[src/hw/pin_mux_pkg.sv]
// Package for the parallel and host pin multiplexers.
// Assumes a single clock domain and an asynchronous active-low reset.
package pin_mux_pkg;

  localparam int addr_pins = 20;
  localparam int data_pins = 32;
  localparam int ctl_pins = 16;
  localparam int host_data_w = 8;
  localparam int host_ctl_w = 2;
  localparam int io_w = 46;

  // Position of the fields of the parallel I/O word
  localparam int io_addr_lsb = 0;
  localparam int io_addr_w = 4;
  localparam int io_data_lsb = 4;
  localparam int io_data_w = 16;
  localparam int io_ctl_lsb = 20;
  localparam int io_hdata_lsb = 36;
  localparam int io_hctl_lsb = 44;

  // Address pin index 0 stands for A2; GPIO takes pins A21..A18
  localparam int addr_io_lsb = 16;
  localparam int data_io_lsb = 16;

  // Control pin positions in memory mode
  localparam int ctl_read = 0;
  localparam int ctl_oe = 1;
  localparam int ctl_write = 2;
  localparam int ctl_ready = 3;
  localparam int ctl_cs_lsb = 4;
  localparam int ctl_be_lsb = 8;
  localparam int ctl_cke = 12;
  localparam int ctl_sync_out_enable_space3 = 13;
  localparam int ctl_hold = 14;
  localparam int ctl_hold_ack = 15;
  localparam int host_ctl_strobe = 0;
  localparam int host_ctl_byte_ident = 1;

  localparam logic mode_gpio = 1'b0;
  localparam logic mode_mem = 1'b1;
  localparam logic mode_reset = 1'b0;

  // One direction group: value driven out and output enable for each pin
  typedef struct packed {
    logic [addr_pins-1:0] addr_out;
    logic [addr_pins-1:0] addr_oe;
    logic [data_pins-1:0] data_out;
    logic [data_pins-1:0] data_oe;
    logic [ctl_pins-1:0] ctl_out;
    logic [ctl_pins-1:0] ctl_oe;
  } par_drive_t;

  typedef struct packed {
    logic [host_data_w-1:0] data_out;
    logic [host_data_w-1:0] data_oe;
    logic [host_ctl_w-1:0] ctl_out;
    logic [host_ctl_w-1:0] ctl_oe;
  } host_drive_t;

  typedef struct packed {
    logic [io_w-1:0] out;
    logic [io_w-1:0] oe;
  } io_drive_t;

endpackage : pin_mux_pkg

[src/hw/mode_capture.sv]
// Strap capture for the pin multiplexers.
// Assumes the strap pin is asynchronous to clk and steady around reset release.
module mode_capture
  import pin_mux_pkg::*;
(
  input wire logic clk,
  input wire logic rst_n,
  input wire logic mode_strap_pin,
  output logic mode
);

  logic sync_a;
  logic sync_b;
  logic fill_a;
  logic fill_b;
  logic taken;
  logic next_taken;
  logic next_mode;

  always_comb
  begin
    // Capture only once the synchroniser holds a level sampled after release
    next_taken = taken | fill_b;
    next_mode = mode;
    if (fill_b && !taken)
    begin
      next_mode = sync_b;
    end
  end

  always_ff @(posedge clk or negedge rst_n)
  begin
    if (!rst_n)
    begin
      sync_a <= 1'b0;
      sync_b <= 1'b0;
      fill_a <= 1'b0;
      fill_b <= 1'b0;
      taken <= 1'b0;
      mode <= mode_reset;
    end
    else
    begin
      sync_a <= mode_strap_pin;
      sync_b <= sync_a;
      fill_a <= 1'b1;
      fill_b <= fill_a;
      taken <= next_taken;
      mode <= next_mode;
    end
  end

endmodule : mode_capture

[src/hw/parallel_host_pin_mux.sv]
// Parallel port and host port pin multiplexers with a shared strap-chosen mode.
// Assumes pad cells resolve pins from out/oe; internal memory, host and I/O logic sit on clk.
//////////////////////////////////////////////////////////////////////////////
// Notes on behaviour
// Parallel mux governs 20 address, 32 data and 16 control pins.
// Host mux governs 8 data and 2 control pins.
// Strap low at reset picks I/O mode; high picks memory plus host port.
// I/O mode disables memory and host ports; 36 parallel pins become I/O.
// I/O mode: address 17..2 and data 15..0 are reserved.
// I/O mode: A21..18 to bits 3..0, D31..16 to 19..4, controls to 20..35.
// Strap low clears the shared mode bit.
// Memory mode ties address and data pins straight to the memory port.
// Memory mode control pins carry strobes, selects, lanes, clock enable, hold.
// Strap high sets the mode bit and enables the multiplexed host port.
// Host address and data share the eight host data pins in sequence.
// Host mode: data to port bits, ctl0 address strobe, ctl1 byte ident.
// I/O mode: host data to bits 43..36, ctl0 to 44, ctl1 to 45.
// Mode bit reads 0 when host mux is in I/O mode.
// Mode bit reads 1 when host mux is in multiplexed mode.
// Software must not change the mode after reset release.
// Memory port clock is gated off unless memory mode is selected.
// Strap is captured once at reset release and held until next reset.
// Reserved pins are not driven and their inputs are ignored.
module parallel_host_pin_mux
  import pin_mux_pkg::*;
(
  input wire logic clk,
  input wire logic rst_n,
  input wire logic mode_strap_pin,
  // Pins as seen by the pads
  input wire logic [addr_pins-1:0] addr_pin_in,
  input wire logic [data_pins-1:0] data_pin_in,
  input wire logic [ctl_pins-1:0] ctl_pin_in,
  input wire logic [host_data_w-1:0] host_data_pins_in,
  input wire logic [host_ctl_w-1:0] host_ctl_pins_in,
  output par_drive_t par_pins,
  output host_drive_t host_pins,
  // Memory port side
  input wire par_drive_t external_memory_port_drive,
  output logic [addr_pins-1:0] mem_addr_in,
  output logic [data_pins-1:0] mem_data_in,
  output logic [ctl_pins-1:0] mem_ctl_in,
  output logic external_memory_port_clk_en,
  // Host port side
  input wire logic [host_data_w-1:0] host_port_data_out,
  input wire logic [host_data_w-1:0] host_port_data_oe,
  output logic [host_data_w-1:0] host_port_data_in,
  output logic host_addr_strobe,
  output logic host_byte_ident,
  output logic host_port_en,
  // Parallel I/O side
  input wire io_drive_t parallel_io_drive,
  output logic [io_w-1:0] parallel_io_bits,
  // Shared mode bit of the bus select register
  output logic bus_select_reg
);

  logic mode;
  logic [addr_pins-1:0] addr_s1;
  logic [addr_pins-1:0] addr_s2;
  logic [data_pins-1:0] data_s1;
  logic [data_pins-1:0] data_s2;
  logic [ctl_pins-1:0] ctl_s1;
  logic [ctl_pins-1:0] ctl_s2;
  logic [host_data_w-1:0] hdata_s1;
  logic [host_data_w-1:0] hdata_s2;
  logic [host_ctl_w-1:0] hctl_s1;
  logic [host_ctl_w-1:0] hctl_s2;
  logic [addr_pins-1:0] next_addr_s1;
  logic [addr_pins-1:0] next_addr_s2;
  logic [data_pins-1:0] next_data_s1;
  logic [data_pins-1:0] next_data_s2;
  logic [ctl_pins-1:0] next_ctl_s1;
  logic [ctl_pins-1:0] next_ctl_s2;
  logic [host_data_w-1:0] next_hdata_s1;
  logic [host_data_w-1:0] next_hdata_s2;
  logic [host_ctl_w-1:0] next_hctl_s1;
  logic [host_ctl_w-1:0] next_hctl_s2;

  par_drive_t next_par;
  host_drive_t next_host;
  logic [addr_pins-1:0] next_mem_addr;
  logic [data_pins-1:0] next_mem_data;
  logic [ctl_pins-1:0] next_mem_ctl;
  logic [host_data_w-1:0] next_hp_data;
  logic next_has;
  logic next_host_byte_ident;
  logic [io_w-1:0] next_io;

  //////////////////////////////////////////////////////////////////////////////
  mode_capture u_mode_capture (
    .clk(clk),
    .rst_n(rst_n),
    .mode_strap_pin(mode_strap_pin),
    .mode(mode)
  );

  //////////////////////////////////////////////////////////////////////////////
  // Pin input synchronisers
  always_comb
  begin
    next_addr_s1 = addr_pin_in;
    next_addr_s2 = addr_s1;
    next_data_s1 = data_pin_in;
    next_data_s2 = data_s1;
    next_ctl_s1 = ctl_pin_in;
    next_ctl_s2 = ctl_s1;
    next_hdata_s1 = host_data_pins_in;
    next_hdata_s2 = hdata_s1;
    next_hctl_s1 = host_ctl_pins_in;
    next_hctl_s2 = hctl_s1;
  end

  always_ff @(posedge clk or negedge rst_n)
  begin
    if (!rst_n)
    begin
      addr_s1 <= '0;
      addr_s2 <= '0;
      data_s1 <= '0;
      data_s2 <= '0;
      ctl_s1 <= '0;
      ctl_s2 <= '0;
      hdata_s1 <= '0;
      hdata_s2 <= '0;
      hctl_s1 <= '0;
      hctl_s2 <= '0;
    end
    else
    begin
      addr_s1 <= next_addr_s1;
      addr_s2 <= next_addr_s2;
      data_s1 <= next_data_s1;
      data_s2 <= next_data_s2;
      ctl_s1 <= next_ctl_s1;
      ctl_s2 <= next_ctl_s2;
      hdata_s1 <= next_hdata_s1;
      hdata_s2 <= next_hdata_s2;
      hctl_s1 <= next_hctl_s1;
      hctl_s2 <= next_hctl_s2;
    end
  end

  //////////////////////////////////////////////////////////////////////////////
  // Routing
  always_comb
  begin
    next_par = '0;
    next_host = '0;
    next_mem_addr = '0;
    next_mem_data = '0;
    next_mem_ctl = '0;
    next_hp_data = '0;
    next_has = 1'b0;
    next_host_byte_ident = 1'b0;
    next_io = '0;
    if (mode == mode_mem)
    begin
      next_par = external_memory_port_drive;
      next_mem_addr = addr_s2;
      next_mem_data = data_s2;
      next_mem_ctl = ctl_s2;
      next_host.data_out = host_port_data_out;
      next_host.data_oe = host_port_data_oe;
      next_hp_data = hdata_s2;
      next_has = hctl_s2[host_ctl_strobe];
      next_host_byte_ident = hctl_s2[host_ctl_byte_ident];
    end
    else
    begin
      // Reserved address and data pins stay undriven and unread; see
      next_par.addr_out[addr_pins-1 -: io_addr_w] =
        parallel_io_drive.out[io_addr_lsb +: io_addr_w];
      next_par.addr_oe[addr_pins-1 -: io_addr_w] =
        parallel_io_drive.oe[io_addr_lsb +: io_addr_w];
      next_par.data_out[data_pins-1 -: io_data_w] =
        parallel_io_drive.out[io_data_lsb +: io_data_w];
      next_par.data_oe[data_pins-1 -: io_data_w] =
        parallel_io_drive.oe[io_data_lsb +: io_data_w];
      next_par.ctl_out = parallel_io_drive.out[io_ctl_lsb +: ctl_pins];
      next_par.ctl_oe = parallel_io_drive.oe[io_ctl_lsb +: ctl_pins];
      next_io[io_addr_lsb +: io_addr_w] = addr_s2[addr_io_lsb +: io_addr_w];
      next_io[io_data_lsb +: io_data_w] = data_s2[data_io_lsb +: io_data_w];
      next_io[io_ctl_lsb +: ctl_pins] = ctl_s2;
      next_host.data_out = parallel_io_drive.out[io_hdata_lsb +: host_data_w];
      next_host.data_oe = parallel_io_drive.oe[io_hdata_lsb +: host_data_w];
      next_host.ctl_out = parallel_io_drive.out[io_hctl_lsb +: host_ctl_w];
      next_host.ctl_oe = parallel_io_drive.oe[io_hctl_lsb +: host_ctl_w];
      next_io[io_hdata_lsb +: host_data_w] = hdata_s2;
      next_io[io_hctl_lsb +: host_ctl_w] = hctl_s2;
    end
  end

  always_ff @(posedge clk or negedge rst_n)
  begin
    if (!rst_n)
    begin
      par_pins <= '0;
      host_pins <= '0;
      mem_addr_in <= '0;
      mem_data_in <= '0;
      mem_ctl_in <= '0;
      host_port_data_in <= '0;
      host_addr_strobe <= 1'b0;
      host_byte_ident <= 1'b0;
      parallel_io_bits <= '0;
      external_memory_port_clk_en <= 1'b0;
      host_port_en <= 1'b0;
      bus_select_reg <= mode_reset;
    end
    else
    begin
      par_pins <= next_par;
      host_pins <= next_host;
      mem_addr_in <= next_mem_addr;
      mem_data_in <= next_mem_data;
      mem_ctl_in <= next_mem_ctl;
      host_port_data_in <= next_hp_data;
      host_addr_strobe <= next_has;
      host_byte_ident <= next_host_byte_ident;
      parallel_io_bits <= next_io;
      external_memory_port_clk_en <= mode;
      host_port_en <= mode;
      bus_select_reg <= mode;
    end
  end

endmodule : parallel_host_pin_mux

[config.mk]
export PLATFORM = sky130hd
export DESIGN_NAME = parallel_host_pin_mux
export DESIGN_NICKNAME = d
export VERILOG_FILES = /design/src/hw/pin_mux_pkg.sv /design/src/hw/mode_capture.sv /design/src/hw/parallel_host_pin_mux.sv
export SDC_FILE = /design/constraint.sdc
export NUM_CORES = 1
export LEC_CHECK = 0
export ABC_AREA = 1
export BUFFER_PORTS_ARGS = -buffer_cell sky130_fd_sc_hd__buf_2
export CAP_MARGIN = 5
export CORE_AREA = 2 2 234 236
export DETAILED_ROUTE_END_ITERATION = 12
export DIE_AREA = 0 0 236 238
export PLACE_DENSITY = 0.56
export SKIP_LAST_GASP = 1
export SYNTH_ARGS = -nofsm -noshare
export SYNTH_HDL_FRONTEND = slang
export SYNTH_HIERARCHICAL = 1
export SYNTH_SLANG_ARGS = --single-unit
[constraint.sdc]
create_clock -name clk -period 2.63 [get_ports clk]
set_input_delay 0 -clock clk [delete_from_list [all_inputs] [get_ports clk]]
set_output_delay 0 -clock clk [all_outputs]
set_load 0.01 [all_outputs]
==> impl_metrics.ini <==
[power]
power_frac_comb_pct = 13.5
p_int_mw = 12.7
clockPowerShare_pct = 41.9
total_power_mw = 16.9
switchingPower_mw = 4.17
p_per_area_nw_per_um2 = 744
power_leakage_nw = 13.0
vdd_ir_drop_max_mv = 0.488
p_seq_share_pct = 44.6
swShare_pct = 24.7

[global_route]
grt.total_usage_pct = 15.3
grt_use_met3_pct = 4.82
antenna_found_initial = 19
met2_usage_pct = 27.4
grt_max_degree = 158
grt_pass1_wl_um = 66000
grt_pass1_vias = 11900
grt-busiest-layer = met2
grtUsageMet1_pct = 16.9
grt_overflow = 0

[critical_path]
crit_arrival_ps = 2490
crit_path_end_kind = register
crit_fanout = 27
r2r_slack_ps = 630
required_ps = 3120
reg2reg_from = u_mode_capture/mode
criticalPathCategory = reg2reg
r2r-end = par_pins[81]
cp-start-kind = register
worstRegToRegCells = 5
startpoint = u_mode_capture/mode

[floorplan]
start_util_pct = 25.9
die_h_um = 238
die_area_um2 = 56200
rows = 85
core_area_um2 = 53500
die_w_um = 236
pin_count = 608

[run]
maxCapViolations = 0

[placed_design]
routabilityCongestion = 0.858
port_buffers = 607
dp.final_hpwl_um = 30000

[status]
status = finished clean

[finish]
largest_reg_flops = 136
nNetsFinal = 2421
synthToLayoutAreaGrowth_pct = 63.7
drive_above_1_share_pct = 33.4
nFillCells = 4897
reg_top3 = par_pins: 136 flops, parallel_io_bits: 46 flops
largest_register = par_pins
final_core_util_pct = 42.4

[detailed_routing]
viasPerCell = 3.93
vias = 11100
totalWireLength_um = 43900
drt_first_pass_iters = 5
dr.first_iter.drc_count = 433
drc = 0
wl_per_cell_um = 15.5
postRouteAntennaNets = 0

[clocking]
postCtsResizedCells = 0
cts-root-buf = clkbuf_16
cts_sinks = 443
clk_pin_slew_ps = 60
cts_tree = built
insertion_delay_ps = 570
cts_buffer_depth = 3
numCtsBuffers = 47
cts_htree_levels = 2

[timing]
rsz0062_at_grt = no
slew_headroom_pct = 48.6
hold_ws_ps = 16.0
worst_pin_slew_ps = 771
fin_crit_sh_pct = 76.0
hold_violations = 0
skew_ps = 19.5
max_freq_mhz = 500
slew_violations = 0
min_period_ps = 2000
final.setup.tns_ps = 0
setup_viol_count_final = 0

[synthesis]
synthCells = 1141
yosys_warnings = 6
synthTopCellsByArea = dfrtp_1 80%, nand2_1 11%, inv_1 5.2%, nor2_1 1.4%, buf_6 0.89%
synth.avg_cell_area_um2 = 12.1
synth.net_count = 1466
synth_cell_types = 12
netlist_area_um2 = 13800
yosysTopAreaCell = dfrtp_1
yosysSeqAreaShare_pct = 80.1
ys_ff_latch = 443
synth_top_area_share_pct = 80.1

[hold_path]
hp-class = in2async
==> synth_stat cells <==
| library cell | count |
|---|---|
| buf_4 | 9 |
| nand2_1 | 409 |
| clkbuf_1 | 6 |
| or2_1 | 1 |
| nand3_1 | 1 |
| nor2_1 | 50 |
| conb_1 | 1 |
| buf_6 | 11 |
| buf_2 | 16 |
| inv_2 | 1 |
| inv_1 | 193 |
| dfrtp_1 | 443 |
==> layout by cell type, fill, tap and decap left out <==
| cell | instances |
|---|---|
| buf_2 | 606 |
| diode_2 | 5 |
| clkinv_4 | 1 |
| dfrtp_1 | 442 |
| nand3_1 | 1 |
| dfrtp_4 | 1 |
| inv_2 | 1 |
| clkinv_16 | 1 |
| buf_12 | 8 |
| clkbuf_8 | 13 |
| clkinv_2 | 9 |
| clkbuf_1 | 1 |
| buf_8 | 1 |
| clkinvlp_4 | 4 |
| nand2_1 | 409 |
| dlygate4sd3_1 | 324 |
| inv_1 | 193 |
| or2_1 | 1 |
| buf_4 | 9 |
| nor2_1 | 50 |
| clkbuf_16 | 47 |
| clkinv_8 | 1 |
| bufinv_16 | 6 |
| inv_6 | 4 |
| conb_1 | 1 |
==> area by class of cell <==
type / instances / area (um^2) / share of cell area (%)
sequential: 443 / 11100 / 48.9
inverter: 194 / 728 / 3.21
tap: 696 / 871 / 3.84
clock inverter: 26 / 345 / 1.52
timing repair buffer: 948 / 6520 / 28.8
clock buffer: 61 / 1360 / 6.00
multi-input combinational: 462 / 1740 / 7.67
antenna: 5 / 12.5 / 0.0552
==> how the worst max path moves through the flow <==
| stage | to | slack, ps | cells past startpoint |
|---|---|---|---|
| after floorplan | host_port_data_in[0] | 1580 | 5 |
| after global placement | par_pins[53] | 1290 | 4 |
| after detailed placement | par_pins[53] | 1250 | 4 |
| after CTS | par_pins[53] | 710 | 5 |
| after global routing | par_pins[81] | 560 | 5 |
| final | par_pins[81] | 630 | 5 |
==> cell families (layout without fill, tap and decap cells) <==
group / Yosys count / after routing / share of synthesized area, %
simple gates: 461 / 461 / 12.5
buf+inv: 236 / 1229 / 7.38
other cells: 1 / 6 / 0.0271
flops: 443 / 443 / 80.1
==> power by group through the flow <==
stage                     combinational [mW]  sequential, mW  clock [mW]
after CTS                               2.27            7.53        7.29
after global routing                    2.49            7.57        7.58
after detailed placement                1.74            7.65           0
after global placement                  1.71            7.63           0
final                                   2.28            7.52        7.06
after floorplan                        0.517            7.83           0
==> routing by layer <==
layer  up-vias  wire length (um)
met2       493             22900
li1       5156                 -
met4         4              1490
met3       103              3540
met5         -                27
met1      5372             16000
==> what timing repair did <==
item,in CTS,in global routing
buffers inserted,0,0
endpoints found under the hold margin,622,0
hold buffers,324,0
==> worst max-delay path: stages (launching register included) <==
cell           delay, ps
dfrtp_4              510
inv_2                270
buf_4                350
nand2_1              110
nand2_1              100
dlygate4sd3_1        570
==> through the flow <==
step	worst slack, ps	instance area, um^2	cells
after floorplan	1580	13800	1141
after global placement	1290	17700	2419
after detailed placement	1250	17700	2419
after CTS	708	22600	2830
after global routing	557	22700	2834
final	631	22700	2835
(Power assumes the default switching activity.)
